## config.mk

```make
export PLATFORM = sky130hd
export DESIGN_NAME = universal_serial_shift_unit
export DESIGN_NICKNAME = d
export VERILOG_FILES = /design/src/rtl/ussu_pkg.sv /design/src/rtl/universal_serial_shift_unit.sv
export VERILOG_INCLUDE_DIRS = /design/src /design/src/rtl
export SDC_FILE = /design/constraint.sdc
export NUM_CORES = 1
export LEC_CHECK = 0
export BUFFER_PORTS_ARGS = -buffer_cell sky130_fd_sc_hd__buf_2
export CORE_UTILIZATION = 45
export CTS_CLUSTER_SIZE = 12
export DETAILED_ROUTE_END_ITERATION = 6
export PLACE_DENSITY = 0.74
export REMOVE_ABC_BUFFERS = 1
export SLEW_MARGIN = 20
export SYNTH_ARGS = -nofsm -noshare
export SYNTH_HDL_FRONTEND = slang
export SYNTH_SLANG_ARGS = --single-unit
```

## constraint.sdc

```tcl
create_clock -name clk -period 1 [get_ports clk]
set_clock_uncertainty 0.1 [all_clocks]
set_input_delay 0.1 -clock clk [delete_from_list [all_inputs] [get_ports clk]]
set_output_delay 0.1 -clock clk [all_outputs]
set_load 0.01 [all_outputs]
```

## src/rtl/ussu_consts.svh

```systemverilog
// Constants for the three-wire and two-wire serial shift unit
`ifndef USSU_CONSTS_SVH
`define USSU_CONSTS_SVH
`define USSU_DATA_W       8
`define USSU_CNT_W        4
`define USSU_DATA_RST     8'h00
`define USSU_CNT_RST      4'h0
`define USSU_CNT_MAX      4'hf
`define USSU_WM_OFF       2'h0
`define USSU_WM_THREE     2'h1
`define USSU_WM_TWO       2'h2
`define USSU_CS_NONE      2'h0
`define USSU_CS_TIMER     2'h1
`define USSU_CS_EXT       2'h2
`endif

```

## src/rtl/ussu_pkg.sv

```systemverilog
// Types for the three-wire and two-wire serial shift unit
package ussu_pkg;
    `include "ussu_consts.svh"
    // Two-wire start detector phase
    typedef enum logic [1:0] {
        USSU_TW_IDLE,
        USSU_TW_START,
        USSU_TW_HOLD
    } ussu_tw_t;
    // Complete state of the unit
    typedef struct packed {
        logic [1:0]            rstSync;
        logic [2:0]            ckSync;
        logic [1:0]            diSync;
        logic [1:0]            sdaSync;
        logic                  sdaPrev;
        logic [`USSU_DATA_W-1:0] shiftReg;
        logic [`USSU_CNT_W-1:0]  bitCount;
        logic                  outLatch;
        logic                  ovfFlag;
        logic                  startFlag;
        logic                  ckOut;
        logic                  doPin;
        logic                  sdaPin;
        logic                  sclHold;
        ussu_tw_t              twState;
    } ussu_state_t;
endpackage

```

## src/rtl/universal_serial_shift_unit.sv

```systemverilog
// Serial shift unit: 8-bit shift register, 4-bit edge counter, clock select
`timescale 1ns/1ps
`include "ussu_consts.svh"

module universal_serial_shift_unit
    import ussu_pkg::*;
(
    input  wire logic                    clk,             // System clock 250 MHz
    input  wire logic                    resetn,          // Async reset, active low
    input  wire logic [1:0]              wireModeSelect,  // Off, three-wire, two-wire
    input  wire logic [1:0]              clockSourceSelect, // None, timer, pin
    input  wire logic                    clockEdgeSelect, // Sampling edge choice
    input  wire logic                    swClockStrobe,   // Software clock strobe pulse
    input  wire logic                    toggleStrobe,    // Clock pin toggle pulse
    input  wire logic                    timerZeroOverflow, // Timer overflow pulse
    input  wire logic                    dataWrite,       // Load shift register
    input  wire logic [`USSU_DATA_W-1:0] dataIn,          // Value to load
    input  wire logic                    countWrite,      // Load counter
    input  wire logic [`USSU_CNT_W-1:0]  countIn,         // Counter value to load
    input  wire logic                    ovfClear,        // Clear flag (counter on countWrite)
    input  wire logic                    startClear,      // Clear start flag
    input  wire logic                    holdOnOverflow,  // Hold clock after overflow, two-wire mode only
    input  wire logic                    serialInputPin,  // Data in from pin
    input  wire logic                    serialClockPin,  // Clock level at pin
    input  wire logic                    sdaIn,           // Two-wire data level
    output logic [`USSU_DATA_W-1:0]      serialShiftReg,  // Shift register contents
    output logic [`USSU_CNT_W-1:0]       counterValue,    // Counter contents
    output logic                         overflowFlag,    // Sticky overflow request
    output logic                         startFlag,       // Sticky start request
    output logic                         dataOutPin,      // Three-wire data out
    output logic                         sdaOut,          // Two-wire data out level
    output logic                         clockOut,        // Clock pin output level
    output logic                         clockHoldLow     // Holding clock pin low
);

    //--------------------------------------------------------------
    // State registers
    //--------------------------------------------------------------
    ussu_state_t stateFf;     // Registered state
    ussu_state_t nxtState;    // Next state
    logic        rstnInt;     // Synchronised reset

    // Reset copy comes from the standalone chain, never from the state
    // it resets: a self-reset copy would never leave reset again
    assign rstnInt = rstSyncFf[1];

    //--------------------------------------------------------------
    // Operating notes
    //--------------------------------------------------------------
    // Clocking
    //   The serial clock pin is asynchronous to clk. It passes two
    //   flops and a third flop gives the previous level, so a pin
    //   edge turns into a one-cycle rise or fall event about three
    //   system clocks after it happens at the pin.
    //   The data input pin passes the same two flops, so data and
    //   clock events stay aligned through the synchronisers.
    // Sampling and shifting
    //   On every sampling event the register moves one place towards
    //   the top and the synced input bit enters at the bottom.
    //   Eight sampling events therefore bring in a whole byte, most
    //   significant bit first, while the old top bit drops out each time.
    // Output latch
    //   The latch takes the register's top bit only on the output
    //   edge (or on a CPU load), so the data output stays put from
    //   the sampling edge until the opposite edge.
    //   With the software or timer source both edges collapse into
    //   one event and the latch is simply transparent.
    // Counter
    //   The counter advances together with the shifter. With the
    //   pin source it counts edges, so sixteen edges make one byte.
    //   Overflow wraps to zero and sets the sticky flag; a set in
    //   the same cycle as a clear wins.
    // Limits
    //   The pin clock half period must span at least four system
    //   clocks, or edges merge in the synchroniser and are lost.
    //   The shift register has no receive buffer: software must
    //   read it before the next transfer starts.
    // Two-wire control
    //   Only start detection and clock stretching are present. The
    //   stretch releases once software clears the start flag, or
    //   the overflow flag when holding after overflow is enabled.

    //--------------------------------------------------------------
    // Reset release synchroniser
    //--------------------------------------------------------------
    logic [1:0] rstSyncFf;    // Reset release chain
    always_ff @(posedge clk or negedge resetn) begin
        if (!resetn) begin
            rstSyncFf <= 2'h0;
        end else begin
            rstSyncFf <= {rstSyncFf[0], 1'b1};
        end
    end

    //--------------------------------------------------------------
    // Next-state logic
    //--------------------------------------------------------------
    logic ckRise;     // Synced pin clock rising
    logic ckFall;     // Synced pin clock falling
    logic extMode;    // Pin clock selected
    logic sampleEv;   // Sample data input now
    logic shiftEv;    // Advance output latch now
    logic cntEv;      // Advance counter now
    logic diBit;      // Synced data input
    logic sdaNow;     // Synced two-wire data
    logic sclNow;     // Synced clock level
    logic [`USSU_CNT_W-1:0] cntBase; // Counter after any write
    logic ovfNow;     // Counter wraps this cycle

    always_comb begin
        nxtState = stateFf;
        nxtState.rstSync = rstSyncFf;
        // Two-flop synchronisers for pins
        nxtState.ckSync  = {stateFf.ckSync[1:0], serialClockPin};
        nxtState.diSync  = {stateFf.diSync[0], serialInputPin};
        nxtState.sdaSync = {stateFf.sdaSync[0], sdaIn};
        ckRise  = stateFf.ckSync[1] & ~stateFf.ckSync[2];
        ckFall  = ~stateFf.ckSync[1] & stateFf.ckSync[2];
        sclNow  = stateFf.ckSync[1];
        diBit   = stateFf.diSync[1];
        sdaNow  = stateFf.sdaSync[1];
        nxtState.sdaPrev = sdaNow;
        extMode = (clockSourceSelect == `USSU_CS_EXT);
        sampleEv = 1'b0;
        shiftEv  = 1'b0;
        cntEv    = 1'b0;
        case (clockSourceSelect)
            `USSU_CS_EXT: begin
                // clear selects rising sample, falling shift
                // set selects falling sample, rising shift
                sampleEv = clockEdgeSelect ? ckFall : ckRise;
                shiftEv  = clockEdgeSelect ? ckRise : ckFall;
                cntEv    = ckRise | ckFall;
            end
            `USSU_CS_TIMER: begin
                sampleEv = timerZeroOverflow;
                shiftEv  = timerZeroOverflow;
                cntEv    = timerZeroOverflow;
            end
            default: begin
                // software strobe shifts and counts; toggle never counts here
                sampleEv = swClockStrobe;
                shiftEv  = swClockStrobe;
                cntEv    = swClockStrobe | (extMode & toggleStrobe);
            end
        endcase
        if (dataWrite) begin
            // Load wins over a shift in the same cycle
            nxtState.shiftReg = dataIn;
        end else if (sampleEv) begin
            // sampled bit enters, top bit moves out
            nxtState.shiftReg = {stateFf.shiftReg[`USSU_DATA_W-2:0], diBit};
        end
        // latch passes on output edge, or always without pin clock
        // A load also opens it, so the first bit stands before sampling
        if (dataWrite || shiftEv || !extMode) begin
            nxtState.outLatch = nxtState.shiftReg[`USSU_DATA_W-1];
        end
        cntBase = countWrite ? countIn : stateFf.bitCount;
        ovfNow = cntEv && (cntBase == `USSU_CNT_MAX);
        nxtState.bitCount = cntEv ? cntBase + 4'h1 : cntBase;
        // overflow sets flag, set beats clear
        // flag level serves as idle wake request
        nxtState.ovfFlag = ovfNow | (stateFf.ovfFlag & ~ovfClear);
        nxtState.doPin  = (wireModeSelect == `USSU_WM_THREE) ? stateFf.outLatch
                                                              : stateFf.doPin;
        nxtState.sdaPin = (wireModeSelect == `USSU_WM_TWO) ? stateFf.outLatch
                                                            : 1'b1;
        if (toggleStrobe) begin
            nxtState.ckOut = ~stateFf.ckOut;
        end
        // start detect, SDA falls with SCL high
        case (stateFf.twState)
            USSU_TW_IDLE: begin
                if ((wireModeSelect == `USSU_WM_TWO) && sclNow &&
                    stateFf.sdaPrev && !sdaNow) begin
                    nxtState.twState = USSU_TW_START;
                end
            end
            USSU_TW_START: begin
                // hold after start until SCL low and cleared
                if (!sclNow) begin
                    nxtState.twState = USSU_TW_HOLD;
                end
            end
            USSU_TW_HOLD: begin
                if (!stateFf.startFlag) begin
                    nxtState.twState = USSU_TW_IDLE;
                end
            end
            default: nxtState.twState = USSU_TW_IDLE;
        endcase
        nxtState.startFlag = (stateFf.twState == USSU_TW_IDLE && nxtState.twState ==
                              USSU_TW_START) | (stateFf.startFlag & ~startClear);
        nxtState.sclHold = (wireModeSelect == `USSU_WM_TWO) &&
                           ((stateFf.twState == USSU_TW_HOLD && stateFf.startFlag) ||
                            (holdOnOverflow && nxtState.ovfFlag));
    end

    //--------------------------------------------------------------
    // State register
    //--------------------------------------------------------------
    always_ff @(posedge clk or negedge rstnInt) begin
        if (!rstnInt) begin
            stateFf <= '{rstSync: 2'h0, ckSync: 3'h0, diSync: 2'h0, sdaSync: 2'h3,
                         sdaPrev: 1'b1, shiftReg: `USSU_DATA_RST, bitCount: `USSU_CNT_RST,
                         outLatch: 1'b0, ovfFlag: 1'b0, startFlag: 1'b0, ckOut: 1'b0,
                         doPin: 1'b0, sdaPin: 1'b1, sclHold: 1'b0, twState: USSU_TW_IDLE};
        end else begin
            stateFf <= nxtState;
        end
    end

    //--------------------------------------------------------------
    // Outputs from flops; clockOut gated by sclHold
    //--------------------------------------------------------------
    assign serialShiftReg = stateFf.shiftReg;
    assign counterValue   = stateFf.bitCount;
    assign overflowFlag   = stateFf.ovfFlag;
    assign startFlag      = stateFf.startFlag;
    assign dataOutPin     = stateFf.doPin;
    assign sdaOut         = stateFf.sdaPin;
    assign clockOut       = stateFf.ckOut & ~stateFf.sclHold;
    assign clockHoldLow   = stateFf.sclHold;

    // software loads data and clears counter before transfer
    // partner keeps external clock within limits
endmodule

```

After elaboration in Yosys (flattened, before gate mapping)
Index checks and enable logic that the tools add are counted.
{"block": "word_totals", "wordCells": 70, "ff_bits": 31, "inputBits": 30, "output_inout_bits": 18}
{"block": "classes", "eq_ne": 8, "n_addsub": 1, "reduce_logical": 15, "n_mux": 14, "bitwise_logic": 16}
{"operator": "2-to-1 mux 8 bit", "count": 2}
{"operator": "equality test 2 x 1 -> 1 bit, second input constant", "count": 4}
{"operator": "logical AND 1 bit", "count": 8}
{"operator": "2-to-1 mux 4 bit", "count": 2}
{"operator": "bitwise AND 1 bit", "count": 6}
{"operator": "equality test 2 bit, second input constant", "count": 3}
{"operator": "2-to-1 mux 2 bit", "count": 3}
{"operator": "inverter 1 bit", "count": 6}
{"operator": "one-hot mux 1 bit (2 select lines)", "count": 3}
{"operator": "one-hot mux 2 bit (3 select lines)", "count": 1}
{"operator": "adder 4 x 1 -> 4 bit, second input constant", "count": 1}
{"operator": "equality test 4 bit, second input constant", "count": 1}
{"operator": "OR 1 bit", "count": 4}
{"operator": "logical OR 1 bit", "count": 3}
{"operator": "2-to-1 mux 1 bit", "count": 3}
{"operator": "logical NOT 1 bit", "count": 2}
{"operator": "logical NOT 2 bit", "count": 1}
{"operator": "nonzero test 2 bit", "count": 1}

Logic depth before layout (Yosys ltp)
{"block": "depth", "depth_word": 9, "depth_mapped": 6, "depth_no_buf": 6}

Worst setup path after synthesis
OpenSTA, ideal clock, no wires.
{"block": "synth_path", "kind": "register -> register", "startpoint": "register stateFf (netlist bit nxtState[28])", "endpoint": "register stateFf (netlist bit counterValue[3])", "arrival_ns": 1.572, "n_path_buf": 0, "setup_time_ns": 0.128, "synth_period_minus_slack_ns": 1.800, "stages_incl_launch_ff": 6, "required_ns": 0.772, "path_slack_ns": -0.800, "path_cell_list": "dfrtp_1 ha_1 nand2b_1 a22oi_2 or3b_1 xor2_1"}
{"item": "start: declaration", "line_no": "universal_serial_shift_unit.sv:39", "text": "ussu_state_t stateFf;"}
{"item": "start signal: assignment", "line_no": "universal_serial_shift_unit.sv:205", "text": "stateFf <= '{rstSync: 2'h0, ckSync: 3'h0, diSync: 2'h0, sdaSync: 2'h3,"}
{"item": "start signal: assignment", "line_no": "universal_serial_shift_unit.sv:210", "text": "stateFf <= nxtState;"}

==> flow_summary.yaml <==
floorplanning:
  die_y_um: 59.2
  core_area_um2: 3080
  fp-row-count: 20
  die-area_um2: 3500
  dieWidth_um: 59.2
  start_util: 0.478
  io_pins: 48
clock_network:
  clk_path_buf_depth: 2
  clk_pin_slew_ns: 0.11
  clock_latency_ns: 0.34
  cts_tree: "built"
  cts_root_buffer: "clkbuf_4"
  cts.sinks: 31
  cts.htree.levels: 2
  cts-buffers-inserted: 5
critical_path:
  crit_required_ns: 1.14
  critPathLaunch: "stateFf[28]"
  end_kind: "register"
  worstReg2RegStart: "stateFf[28]"
  cp.arrival_ns: 1.88
  reg2reg_to: "counterValue[3]"
  cp-start-kind: "register"
  path_class: "reg2reg"
  crit_path_end: "counterValue[3]"
  rrSetupSlack_ns: -0.74
  path_max_fanout: 2
  ff2ff_path_depth: 6
  path_cells: "inv_1 -> ha_2 -> nand2b_4 -> a22oi_2 -> or3b_1 -> xor2_1"
  cp_slowest_stage_delay_ns: 0.39
  cp_slowest_cell: "dfrtp_1"
logic_synthesis:
  avgSynthCellArea_um2: 11.8
  async_flop_share: 1.00
  netlist_area_um2: 1470
  synth_edf_count: 0
  synthCells: 125
  synth_top_area_cell: "dfrtp_1"
  synthTopCellsByArea: "dfrtp_1, dfstp_2, mux2i_1"
  ys_seq_area_frac: 0.531
  synth_flop_cell: "dfrtp_1"
  synth_top_area_share: 0.460
  synth_seq_cells: 31
  yosysWarnings: 0
  synth.distinct_cells: 31
placement:
  place_inst: 219
  gp_congestion: 0.754
  placed_area_um2: 1800
  hpwl_um: 2030
  portBuffers: 47
  dpl_worst_slack_ns: -0.730
sta:
  post-route-min-period_ns: 1.74
  slew_violations: 0
  hold_viol_final: 0
  fin_crit_sh: 1.74
  fin_ws_ns: -0.743
  final-setup-viol-count: 35
  fmax_mhz: 574
  holdWs_ns: 0.0170
  rsz0062_at_grt: "yes"
route:
  drcViolationCount: 0
  drt_iter0_markers: 24
  firstDrtPassIters: 4
  vias: 1201
  ant_nets: 0
  vias_per_cell: 4.66
  routed_wl_um: 3290
  wl_per_cell_um: 12.8
final_layout:
  area_growth_pct: 51.7
  finalNonFillerCells: 258
  most-common-layout-cells: "buf_2, dfrtp_1, buf_4"
  fillCellCount: 223
  finish.instance_area_um2: 2230
  layout_commonest_cell: "buf_2"
  fin_nets: 248
  drive_gt1_frac: 0.472
  n_antenna_cell: 0
run_status:
  violations: "setup timing"
  status: "finished, violations left"
pwr:
  power_density_nw_per_um2: 1490
  ir_drop_uv: 1230
  p_leak_uw: 0.00111
  finalPower_uw: 3330
min_path:
  min_path_cells: 3
  hold_path_class: "in2reg"
job:
  maxCapViolCount: 0
global_routing:
  grt_pass1_vias: 1295
  grt_overflow_total: 0
  track_usage: 0.219
  grt_max_degree: 30
  grt_pass1_wl_um: 5450
  antenna_found_initial: 0
[kinds of logic after synthesis]
logic type	after synthesis	synth area share
multiplexers	15	0.111
adder cells (fa/ha/maj)	5	0.0426
XOR/XNOR	4	0.0238
flip-flops	31	0.531
other	1	0.00255
buffers and inverters	20	0.0817
AND/OR/NAND/NOR	30	0.108
AO/OA/AOI/OAI	19	0.0987
[registers in the layout, indices dropped and copies added (netlist names)]
signal / flops
serialShiftReg: 8
stateFf: 6
nxtState: 5
counterValue: 4
rstSyncFf: 2
clockHoldLow: 1
dataOutPin: 1
diBit: 1
overflowFlag: 1
sdaOut: 1
startFlag: 1
[layer usage]
| metal | GRT usage | share of wire | routed length [µm] |
|---|---|---|---|
| met1 | 0.216 | 0.39 | 1270 |
| met2 | 0.424 | 0.54 | 1790 |
| met3 | 0.0677 | 0.056 | 184 |
| met4 | 0.0816 | 0.013 | 44 |
| met5 | 0 | 0 | 0 |
[worst min-delay path by stage]
stage                      start            to  slack [ns]
6_report       wireModeSelect[1]    dataOutPin        0.02
4_1_cts        wireModeSelect[0]        sdaOut        0.01
2_1_floorplan             resetn  rstSyncFf[0]       -0.30
3_3_place_gp              resetn  rstSyncFf[0]       -0.22
5_1_grt        wireModeSelect[0]        sdaOut        0.02
3_5_place_dp              resetn  rstSyncFf[0]       -0.21
[timing repair]
item	CTS	global route
hold endpoints to repair	19	0
endpoints found under the setup margin	35	36
hold buffers	21	0
pin swaps	4	2
gates resized for setup	22	2
setup buffers	9	2
[synth_stat cells (2+ instances only)]
master    number
a21oi_1        4
xor2_1         4
nor2b_1        3
o21ai_0        7
inv_1          7
nand3b_1       2
nand2_1       13
nand2b_1       6
mux2_4         2
dfrtp_1       27
ha_1           5
buf_4         12
mux2i_1       10
mux2_2         3
dfstp_2        4
[area by class of cell]
type | count | area, µm² | area share
clock buffers | 7 | 55.1 | 0.0247
clock inverters | 1 | 5.00 | 0.00224
inverters | 7 | 26.3 | 0.0118
multi-input cells | 74 | 629 | 0.282
flip-flops and latches | 31 | 781 | 0.350
well taps | 44 | 55.1 | 0.0247
repair buffers | 94 | 679 | 0.305
[critical path, delay by kind of cell (launching register included)]
kind            cells  cell delay, ns
compound gates      1            0.16
xor+xnor            1            0.16
fa+ha+maj           1            0.26
buf+inv             1            0.06
flops               1            0.39
simple gates        2            0.52
[where the power goes]
| part | switching, µW | leakage (µW) | total [µW] | internal [µW] |
|---|---|---|---|---|
| sequential | 89.7 | 0.000370 | 1520 | 1430 |
| combinational | 450 | 0.000705 | 1050 | 597 |
| clock | 428 | 0.0000353 | 769 | 340 |
[metrics by stage]
step | utilization | TNS [ns]
6_report | 0.725 | -11.08
3_5_place_dp | 0.585 | -9.99
2_1_floorplan | - | -8.48
3_3_place_gp | 0.585 | -8.84
4_1_cts | 0.719 | -11.13
5_1_grt | 0.725 | -13.02
Note: power is estimated with default switching activity, not from simulation.
